==> src/logic/rx_router_regs.svh <==
`ifndef RX_ROUTER_REGS_SVH
`define RX_ROUTER_REGS_SVH
// ----------------------------------------------------------------
// register byte offsets
// ----------------------------------------------------------------
`define OFS_ISO_TRAILER 12'h144
`define OFS_ROUTE_CTRL 12'h148
`define OFS_THR_LO 12'h180
`define OFS_THR_HI 12'h184
`define OFS_IRQ_STATUS 12'h190
`define OFS_IRQ_CLEAR 12'h194
`define OFS_IRQ_ENABLE 12'h198
// ----------------------------------------------------------------
// field positions (bit 0 of the quadlet is its msb, so doc bit n is 31-n)
// ----------------------------------------------------------------
`define POS_SPEED 16
`define POS_PAD 8
`define POS_ACK 0
`define POS_FP_RESTART 16
`define POS_ACK_PEND 14
`define POS_CONT_OFF 12
`define POS_RESP_DEST 11
`define POS_SELFID_DEST 10
`define POS_ASYNC_LO 9
`define POS_ASYNC_HI 8
// ----------------------------------------------------------------
// masks and reset values
// ----------------------------------------------------------------
`define ISO_TRAILER_MASK 32'h0003_030F
`define ROUTE_CTRL_RMASK 32'h0001_4F00
`define ROUTE_CTRL_RESET 32'h0000_4400
`define IRQ_BITS 3
`define IRQ_EV_TRAILER 0
`define IRQ_EV_DATA_ERR 1
`define IRQ_EV_DV_RESET 2
// ----------------------------------------------------------------
// acknowledge codes
// ----------------------------------------------------------------
`define ACK_COMPLETE 4'h1
`define ACK_PENDING 4'h2
`define ACK_DATA_ERROR 4'hD
// ----------------------------------------------------------------
// bus responses
// ----------------------------------------------------------------
`define RESP_OKAY 2'h0
`define RESP_SLVERR 2'h2
`endif

==> src/logic/rx_router_pkg.sv <==
package rx_router_pkg;
  // destination receive queue, one-hot
  typedef enum logic [2:0] {
    DEST_ASYNC_CTRL = 3'b001,
    DEST_BROADCAST = 3'b010,
    DEST_BULK_ASYNC = 3'b100
  } dest_e;
  // class of a received packet as the receiver decodes it
  typedef enum logic [2:0] {
    PKT_ASYNC = 3'b001,
    PKT_RESP_MATCH = 3'b010,
    PKT_SELFID = 3'b100
  } pkt_kind_e;
  // packet descriptor from the receiver, one-cycle valid
  typedef struct packed {
    logic valid;
    pkt_kind_e kind;
    logic broadcast;
    logic rom_reg_space;
    logic request;
    logic write_lock;
    logic crc_ok;
    logic [47:0] dest_addr;
  } rx_pkt_s;
  // isochronous trailer from the receive queue control, one-cycle valid
  typedef struct packed {
    logic valid;
    logic [31:0] quadlet;
  } iso_trailer_s;
  // routing / acknowledge answer
  typedef struct packed {
    logic valid;
    dest_e dest;
    logic ack_valid;
    logic [3:0] ack_code;
  } route_s;
endpackage : rx_router_pkg

==> src/logic/rx_packet_router.sv <==
`timescale 1ns/100ps
`include "rx_router_regs.svh"
module rx_packet_router
  import rx_router_pkg::*;
#(
  parameter int ADDR_W = 48
) (
  // clock and reset
  input wire logic clock_i,
  input wire logic rst_n_i,
  // axi4-lite write address / data / response
  input wire logic awvalid_i,
  output logic awready_o,
  input wire logic [11:0] awaddr_i,
  input wire logic [2:0] awprot_i,
  input wire logic wvalid_i,
  output logic wready_o,
  input wire logic [31:0] wdata_i,
  input wire logic [3:0] wstrb_i,
  output logic bvalid_o,
  input wire logic bready_i,
  output logic [1:0] bresp_o,
  // axi4-lite read address / data
  input wire logic arvalid_i,
  output logic arready_o,
  input wire logic [11:0] araddr_i,
  input wire logic [2:0] arprot_i,
  output logic rvalid_o,
  input wire logic rready_i,
  output logic [31:0] rdata_o,
  output logic [1:0] rresp_o,
  // receive side
  input wire rx_pkt_s rx_pkt_i,
  input wire iso_trailer_s iso_trailer_i,
  input wire logic dv_mode_i,
  input wire logic dv_frame_pulse_i,
  // decisions and controls
  output route_s route_o,
  output logic dv_empty_reset_o,
  output logic continuity_check_en_o,
  output logic irq_o
);
  // ----------------------------------------------------------------
  // parameter check
  // ----------------------------------------------------------------
  if (ADDR_W != 48) begin : g_bad_addr_w
    $error("rx_packet_router: ADDR_W must be 48");
  end

  // ----------------------------------------------------------------
  // state
  // ----------------------------------------------------------------
  typedef struct packed {
    logic awready;
    logic wready;
    logic aw_have;
    logic w_have;
    logic [11:0] aw_addr;
    logic [31:0] w_data;
    logic [3:0] w_strb;
    logic bvalid;
    logic [1:0] bresp;
    logic arready;
    logic rvalid;
    logic [31:0] rdata;
    logic [1:0] rresp;
    logic [31:0] iso_trailer;
    logic [31:0] route_ctrl;
    logic cont_en; // continuity checking on; the write-only bit clears it
    logic [31:0] thr_lo;
    logic [15:0] thr_hi;
    logic [`IRQ_BITS-1:0] irq_status;
    logic [`IRQ_BITS-1:0] irq_enable;
    logic irq;
    logic fp_prev;
    logic dv_reset;
    route_s route;
  } state_s;

  state_s q; // registered state
  state_s d; // next state

  // ----------------------------------------------------------------
  // helpers
  // ----------------------------------------------------------------
  // byte-lane merge of a write onto an old value
  function automatic logic [31:0] merge(input logic [31:0] old, input logic [31:0] wd,
                                        input logic [3:0] strb);
    logic [31:0] r;
    r = old;
    for (int i = 0; i < 4; i++) begin
      if (strb[i]) begin
        r[8*i +: 8] = wd[8*i +: 8];
      end
    end
    return r;
  endfunction : merge

  // destination of a plain asynchronous packet
  function automatic dest_e async_dest(input logic [1:0] sel, input logic bcast,
                                       input logic rom_reg, input logic req, input logic above);
    dest_e r;
    r = DEST_BULK_ASYNC;
    unique case (sel)
      2'b00: begin // split by broadcast only
        r = bcast ? DEST_BROADCAST : DEST_ASYNC_CTRL;
      end
      2'b01: begin // only rom / register-space requests split
        if (rom_reg && req) begin
          r = bcast ? DEST_BROADCAST : DEST_ASYNC_CTRL;
        end
      end
      2'b10: begin // everything to the bulk queue
        r = DEST_BULK_ASYNC;
      end
      2'b11: begin // requests at or above threshold split
        if (req && above) begin
          r = bcast ? DEST_BROADCAST : DEST_ASYNC_CTRL;
        end
      end
    endcase
    return r;
  endfunction : async_dest

  // ----------------------------------------------------------------
  // next-state logic
  // ----------------------------------------------------------------
  logic [47:0] threshold; // 48-bit destination address threshold
  logic [`IRQ_BITS-1:0] events; // event pulses this cycle
  logic [31:0] hi_merge; // threshold high word after the byte-lane merge
  logic fp_rise; // frame pulse edge

  always_comb begin
    d = q;
    events = '0;
    threshold = {q.thr_hi, q.thr_lo};
    hi_merge = merge({16'h0000, q.thr_hi}, q.w_data, q.w_strb);
    fp_rise = dv_frame_pulse_i && !q.fp_prev;

    // --- write channel: address and data taken in either order
    if (awvalid_i && q.awready) begin
      d.aw_have = 1'b1;
      d.aw_addr = awaddr_i;
    end
    if (wvalid_i && q.wready) begin
      d.w_have = 1'b1;
      d.w_data = wdata_i;
      d.w_strb = wstrb_i;
    end
    // response accepted by master
    if (q.bvalid && bready_i) begin
      d.bvalid = 1'b0;
    end

    // --- perform the held write once no response is pending
    if (q.aw_have && q.w_have && !q.bvalid) begin
      d.aw_have = 1'b0;
      d.w_have = 1'b0;
      d.bvalid = 1'b1;
      d.bresp = `RESP_OKAY;
      unique case (q.aw_addr[11:2])
        `OFS_ROUTE_CTRL >> 2: begin
          // writable bits only; reserved bits stay zero
          d.route_ctrl = merge(q.route_ctrl, q.w_data, q.w_strb) & `ROUTE_CTRL_RMASK;
          // write-only bit: disables continuity checking when one
          if (q.w_strb[`POS_CONT_OFF / 8]) begin
            d.cont_en = !q.w_data[`POS_CONT_OFF];
          end
        end
        `OFS_THR_LO >> 2: begin
          d.thr_lo = merge(q.thr_lo, q.w_data, q.w_strb);
        end
        `OFS_THR_HI >> 2: begin
          // only the low half is stored; the upper half of the word is dropped on purpose
          d.thr_hi = hi_merge[15:0];
        end
        `OFS_IRQ_ENABLE >> 2: begin
          d.irq_enable = q.w_data[`IRQ_BITS-1:0];
        end
        `OFS_IRQ_CLEAR >> 2: begin
          // clear first; events below set again, so a set wins
          d.irq_status = q.irq_status & ~q.w_data[`IRQ_BITS-1:0];
        end
        `OFS_ISO_TRAILER >> 2, `OFS_IRQ_STATUS >> 2: begin
          // read-only: write ignored, answered okay
          d.bresp = `RESP_OKAY;
        end
        default: begin
          d.bresp = `RESP_SLVERR; // unmapped
        end
      endcase
    end
    // ready only while that half is not yet held and no response waits
    d.awready = !d.aw_have && !d.bvalid;
    d.wready = !d.w_have && !d.bvalid;

    // --- read channel: one read at a time
    if (q.rvalid && rready_i) begin
      d.rvalid = 1'b0;
    end
    if (arvalid_i && q.arready) begin
      d.rvalid = 1'b1;
      d.rresp = `RESP_OKAY;
      d.rdata = 32'h0000_0000;
      unique case (araddr_i[11:2])
        `OFS_ISO_TRAILER >> 2: d.rdata = q.iso_trailer;
        `OFS_ROUTE_CTRL >> 2: d.rdata = q.route_ctrl; // continuity bit reads zero
        `OFS_THR_LO >> 2: d.rdata = q.thr_lo;
        `OFS_THR_HI >> 2: d.rdata = {16'h0000, q.thr_hi};
        `OFS_IRQ_STATUS >> 2: d.rdata = {{(32-`IRQ_BITS){1'b0}}, q.irq_status};
        `OFS_IRQ_ENABLE >> 2: d.rdata = {{(32-`IRQ_BITS){1'b0}}, q.irq_enable};
        `OFS_IRQ_CLEAR >> 2: d.rdata = 32'h0000_0000; // write-only
        default: d.rresp = `RESP_SLVERR;
      endcase
    end
    d.arready = !d.rvalid;

    // --- isochronous trailer: all fields loaded together, held between packets
    if (iso_trailer_i.valid) begin
      // speed, pad count and ack code at msb-first positions
      d.iso_trailer = iso_trailer_i.quadlet & `ISO_TRAILER_MASK;
      events[`IRQ_EV_TRAILER] = 1'b1;
    end

    // --- routing and acknowledge of received packets
    d.route.valid = rx_pkt_i.valid;
    d.route.ack_valid = 1'b0;
    if (rx_pkt_i.valid) begin
      unique case (rx_pkt_i.kind)
        PKT_RESP_MATCH: begin
          d.route.dest = q.route_ctrl[`POS_RESP_DEST] ? DEST_ASYNC_CTRL : DEST_BULK_ASYNC;
        end
        PKT_SELFID: begin
          d.route.dest = q.route_ctrl[`POS_SELFID_DEST] ? DEST_BULK_ASYNC : DEST_BROADCAST;
        end
        default: begin
          d.route.dest = async_dest({q.route_ctrl[`POS_ASYNC_HI], q.route_ctrl[`POS_ASYNC_LO]},
                                    rx_pkt_i.broadcast, rx_pkt_i.rom_reg_space,
                                    rx_pkt_i.request, rx_pkt_i.dest_addr >= threshold);
        end
      endcase
      // broadcast packets are never acknowledged on the bus
      if (rx_pkt_i.kind != PKT_SELFID && !rx_pkt_i.broadcast) begin
        d.route.ack_valid = 1'b1;
        if (!rx_pkt_i.crc_ok) begin
          d.route.ack_code = `ACK_DATA_ERROR;
          events[`IRQ_EV_DATA_ERR] = 1'b1;
        end else if (rx_pkt_i.write_lock) begin
          d.route.ack_code = q.route_ctrl[`POS_ACK_PEND] ? `ACK_PENDING : `ACK_COMPLETE;
        end else begin
          d.route.ack_code = rx_pkt_i.request ? `ACK_PENDING : `ACK_COMPLETE;
        end
      end
    end

    // --- dv empty-packet insertion restart on frame pulse edge
    d.fp_prev = dv_frame_pulse_i;
    d.dv_reset = fp_rise && dv_mode_i && q.route_ctrl[`POS_FP_RESTART];
    if (d.dv_reset) begin
      events[`IRQ_EV_DV_RESET] = 1'b1;
    end

    // --- sticky status, set wins over a same-cycle clear
    d.irq_status = d.irq_status | events;
    d.irq = |(d.irq_status & d.irq_enable);
  end

  // ----------------------------------------------------------------
  // state register, synchronous active-low reset
  // ----------------------------------------------------------------
  always_ff @(posedge clock_i) begin
    if (!rst_n_i) begin
      q <= '0;
      q.awready <= 1'b1;
      q.wready <= 1'b1;
      q.arready <= 1'b1;
      q.cont_en <= 1'b1; // checking is on out of reset
      q.route_ctrl <= `ROUTE_CTRL_RESET;
      q.route.dest <= DEST_BULK_ASYNC;
    end else begin
      q <= d;
    end
  end

  // ----------------------------------------------------------------
  // outputs, all straight from the state register
  // ----------------------------------------------------------------
  assign awready_o = q.awready;
  assign wready_o = q.wready;
  assign bvalid_o = q.bvalid;
  assign bresp_o = q.bresp;
  assign arready_o = q.arready;
  assign rvalid_o = q.rvalid;
  assign rdata_o = q.rdata;
  assign rresp_o = q.rresp;
  assign route_o = q.route;
  assign dv_empty_reset_o = q.dv_reset;
  assign continuity_check_en_o = q.cont_en;
  assign irq_o = q.irq;
endmodule : rx_packet_router

==> config.mk <==
export PLATFORM = sky130hd
export DESIGN_NAME = rx_packet_router
export DESIGN_NICKNAME = d
export VERILOG_FILES = /design/src/logic/rx_router_pkg.sv /design/src/logic/rx_packet_router.sv
export VERILOG_INCLUDE_DIRS = /design/src /design/src/logic
export SDC_FILE = /design/constraint.sdc
export NUM_CORES = 1
export LEC_CHECK = 0
export BUFFER_PORTS_ARGS = -buffer_cell sky130_fd_sc_hd__buf_4
export CORE_ASPECT_RATIO = 0.6
export CORE_MARGIN = 10
export CORE_UTILIZATION = 35
export DETAILED_ROUTE_END_ITERATION = 6
export PLACE_DENSITY = 0.64
export SLEW_MARGIN = 10
export SYNTH_ARGS = -nofsm -noshare
export SYNTH_HDL_FRONTEND = slang
export SYNTH_SLANG_ARGS = --single-unit
==> constraint.sdc <==
create_clock -name clock_i -period 2 [get_ports clock_i]
set_input_delay 0.2 -clock clock_i [delete_from_list [all_inputs] [get_ports clock_i]]
set_output_delay 0.2 -clock clock_i [all_outputs]
set_load 0.005 [all_outputs]
==> impl_table.tex <==
\begin{tabular}{lr}
\hline
Metric & Value \\
\hline
\multicolumn{2}{l}{\textbf{Worst setup path}} \\
\quad Arrival time of the worst setup path & 2460 ps \\
\quad Crit path buf inv count & 1 \\
\quad CP Launch Point & q[47]\$\_SDFFE\_PN0P\_ \\
\quad Max Fanout on Critical Path & 2 \\
\quad Slowest stage cell on the critical path & sky130\_fd\_sc\_hd\_\_or4\_4 \\
\quad Biggest cell delay along the critical path & 590 ps \\
\quad R2r endpoint & route\_o[7]\$\_SDFFE\_PN1P\_ \\
\quad Critical Path Start Type & register \\
\quad Required arrival time at the worst endpoint & 2310 ps \\
\quad Critical setup path kind & reg2reg \\
\quad Endpoint type of the worst setup path & register \\
\quad Cell breakdown of the critical path & inv\_1, ha\_4, nand4\_1, or4\_4, a21oi\_4, o31ai\_2, a221o\_1 \\
\quad Critical path depth in cells & 7 \\
\quad Reg-to-reg critical path startpoint & q[47]\$\_SDFFE\_PN0P\_ \\
\quad Setup slack of the most critical reg-to-reg path & -150 ps \\
\quad Cell family with the largest share of critical-path delay & simple AND/OR/NAND/NOR gates \\
\quad Depth of the worst register-to-register path & 7 \\
\multicolumn{2}{l}{\textbf{CTS}} \\
\quad Root buffer selected by CTS & sky130\_fd\_sc\_hd\_\_clkbuf\_16 \\
\quad Clock edge transition at the registers on the reported setup and hold paths & 70 ps \\
\quad Number of buffers on the longest clock path & 2 \\
\quad Clock buffers created by TritonCTS & 17 \\
\quad Number of H-tree levels & 4 \\
\quad Clock Latency Late Sink & 430 ps \\
\quad CTS tree & done \\
\quad TritonCTS sink count & 167 \\
\multicolumn{2}{l}{\textbf{Route}} \\
\quad DRC violations left & 0 \\
\quad Number of DRC markers in iteration 0 & 465 \\
\quad Initial DRT Pass Iterations & 5 \\
\quad Met1 wire length & 13870 um \\
\quad Highest Signal Layer & met4 \\
\quad Total Wirelength & 27910 um \\
\quad Met2 WL post-DR & 11830 um \\
\quad Antenna Nets Post-Route & 0 \\
\quad Vias after detailed routing & 7345 \\
\quad Avg WL per Cell & 18.38 um \\
\quad Ratio of routed vias to standard cells & 4.839 \\
\quad Met3 wire length & 1957 um \\
\multicolumn{2}{l}{\textbf{Layout}} \\
\quad Layout Cells excl Fill & 1518 \\
\quad Antenna diode count & 0 \\
\quad Leading cell type in the layout, fill and taps excluded & sky130\_fd\_sc\_hd\_\_buf\_4 \\
\quad Most used cells in the layout excluding fill and tap cells & sky130\_fd\_sc\_hd\_\_buf\_4, sky130\_fd\_sc\_hd\_\_nand2\_1, sky130\_fd\_sc\_hd\_\_dfxtp\_1 \\
\quad Utilization of the core after routing & 49.05\% \\
\quad Layout cell share with drive strength beyond 1 & 36.58\% \\
\quad Layout fillers & 2264 \\
\quad Number of flip-flops in the largest register & 117 \\
\quad Top register by number of flip-flops & q \\
\quad Synthesis-to-finish area growth & 38.32\% \\
\quad Area of all placed cells without fillers & 0.01130 mm\^{}2 \\
\quad NumNets Final & 1403 \\
\multicolumn{2}{l}{\textbf{Timing}} \\
\quad Final setup TNS & -1527 ps \\
\quad Final-layout worst hold slack & 21.14 ps \\
\quad Final critical path time including I/O delays and setup & 2154 ps \\
\quad Transition time at the pin with the least slew margin & 618.0 ps \\
\quad Portion of the clock cycle consumed by the worst path in the final layout & 107.7\% \\
\quad Endpoints failing setup & 44 \\
\quad Final Max Tran Viols & 0 \\
\quad Final hold vios & 0 \\
\quad Worst setup skew after layout & 8.350 ps \\
\quad Slew margin rel. & 58.80\% \\
\quad RSZ-0062 raised after global routing & true \\
\quad Fmax & 464.3 MHz \\
\quad Min setup slack post-route & -154.0 ps \\
\multicolumn{2}{l}{\textbf{Global route}} \\
\quad Total global-route track usage & 17.94\% \\
\quad Pin count of the biggest net entering global routing & 67 \\
\quad First-pass GRT wire length & 42290 um \\
\quad Initial antenna violation count & 0 \\
\quad Gr ovfl total & 0 \\
\quad Number of global-route vias before repair & 7358 \\
\multicolumn{2}{l}{\textbf{Power and ir drop}} \\
\quad Maximum ir drop on the vdd rail & 0.0005682 V \\
\quad Power per cell area & 700.0 mW/mm\^{}2 \\
\quad Leakage power summed over all cells & 4.623 nW \\
\quad Final Total Pwr & 7.907 mW \\
\multicolumn{2}{l}{\textbf{Status}} \\
\quad Result of the run & complete, but fails checks \\
\quad Violations in the final reports & setup timing \\
\multicolumn{2}{l}{\textbf{Placed design}} \\
\quad RD Place Congestion & 0.9115 \\
\quad Dpl hpwl & 20940 um \\
\quad Placement Setup Slack & -580.5 ps \\
\quad Placed instance area & 0.01008 mm\^{}2 \\
\quad Number of instances in the placed design & 1474 \\
\quad Buffers on Ports & 181 \\
\multicolumn{2}{l}{\textbf{Die}} \\
\quad Starting utilization of the core area & 35.47\% \\
\quad I/O pin count & 218 \\
\quad Horiz. Die Dim & 217.2 um \\
\quad Die height & 138.3 um \\
\quad Site Rows & 43 \\
\quad Area enclosed by the die boundary & 0.03004 mm\^{}2 \\
\quad Total core area & 0.02303 mm\^{}2 \\
\multicolumn{2}{l}{\textbf{Yosys}} \\
\quad Sequential cell area fraction in the yosys report & 40.94\% \\
\quad Yosys warning total & 0 \\
\quad Number of distinct library cells after synthesis & 61 \\
\quad Post-synthesis sequential element count & 167 \\
\quad Primary FF master, synth & sky130\_fd\_sc\_hd\_\_dfxtp\_1 \\
\quad Number of instances in the synthesized netlist & 979 \\
\quad Post-synthesis average cell area & 8.342 um\^{}2 \\
\quad Post-synthesis async set-or-reset flop share & 0\% \\
\quad Post-synth EDFFs & 0 \\
\quad Synth Cell Area & 0.008167 mm\^{}2 \\
\multicolumn{2}{l}{\textbf{Worst hold path}} \\
\quad Path class of the lowest-slack min-delay path & in2reg \\
\quad Worst Hold Path Cells & 3 \\
\quad Hold Crit Endpoint & q[199]\$\_SDFFE\_PN0P\_ \\
\quad Worst min-delay path startpoint & wdata\_i[25] \\
\multicolumn{2}{l}{\textbf{Run}} \\
\quad Number of max-capacitance violations reported & 0 \\
\hline
\end{tabular}
-- worst max path at each step --
stage	slack, ps	endpoint
2_1_floorplan	-30	route_o[7]$_SDFFE_PN1P_
3_3_place_gp	-680	route_o[6]$_SDFFE_PN0P_
3_5_place_dp	-580	route_o[6]$_SDFFE_PN0P_
4_1_cts	-120	route_o[7]$_SDFFE_PN1P_
5_1_grt	-220	route_o[7]$_SDFFE_PN1P_
6_report	-150	route_o[7]$_SDFFE_PN1P_
-- synth_stat cells (all sizes together), types with 3 or more instances --
cell type / count / area share (%)
buf: 59 / 5.3
o21a: 3 / 0.28
nand4: 6 / 0.46
a22oi: 8 / 1.2
nand3: 26 / 2.3
mux2: 4 / 0.55
ha: 48 / 7.4
nand2: 214 / 9.8
o21ai: 29 / 1.8
nand2b: 5 / 0.38
mux2i: 41 / 5.0
a211oi: 6 / 0.55
nor2b: 9 / 0.69
and3: 3 / 0.23
clkbuf: 28 / 1.3
and2: 10 / 0.77
a21o: 8 / 0.74
nand3b: 4 / 0.37
or4b: 3 / 0.51
nor2: 71 / 3.7
a21oi: 123 / 8.0
a221oi: 9 / 0.97
inv: 54 / 2.5
and4: 3 / 0.32
a21boi: 3 / 0.28
nor3: 7 / 0.57
dfxtp: 167 / 41
o211ai: 5 / 0.46
-- per-layer routing --
layer / vias to the layer above / track usage [%]
met1: 3457 / 25.35
li1: 3673 / -
met2: 199 / 25.92
met3: 16 / 5.534
met4: 0 / 4.067
met5: - / 0
-- area by class of cell --
class,count,area [um^2],share of cell area (%)
clock buffer,25,505.5,4.475
clock inverter,7,115.1,1.019
inverter,54,205.2,1.817
multi-input combinational,672,4549,40.27
sequential,167,3356,29.71
tap,315,394.1,3.489
timing repair buffer,278,2171,19.22
-- worst register-to-register path, stage by stage, from the launching register on --
cell                      delay (ps)
sky130_fd_sc_hd__dfxtp_1         340
sky130_fd_sc_hd__inv_1            80
sky130_fd_sc_hd__ha_4            270
sky130_fd_sc_hd__nand4_1         160
sky130_fd_sc_hd__or4_4           590
sky130_fd_sc_hd__a21oi_4         190
sky130_fd_sc_hd__o31ai_2          70
sky130_fd_sc_hd__a221o_1         330
-- power by group --
part           leakage [nW]  internal (mW)  total, mW  switching [mW]
Clock                 0.299           2.13       3.51            1.37
Combinational          2.96          0.413      0.879           0.466
Sequential             1.36           3.43       3.52          0.0915
-- cells by family after synthesis --
kind of cell | share of synthesized area [%]
buffers and inverters | 9.116
AO/OA/AOI/OAI | 15.23
XOR/XNOR | 0.1073
flip-flops | 40.94
AND/OR/NAND/NOR | 21.63
other | 0.04592
multiplexers | 5.577
adder cells (fa/ha/maj) | 7.354
-- repair_timing --
item	CTS	global route
endpoints found under the hold margin	5	0
hold buffers	5	0
setup endpoints to repair	42	62
setup buffers	4	4
gates resized for setup	61	53
pin swaps	33	35
Power figures use the tool's default switching activity.
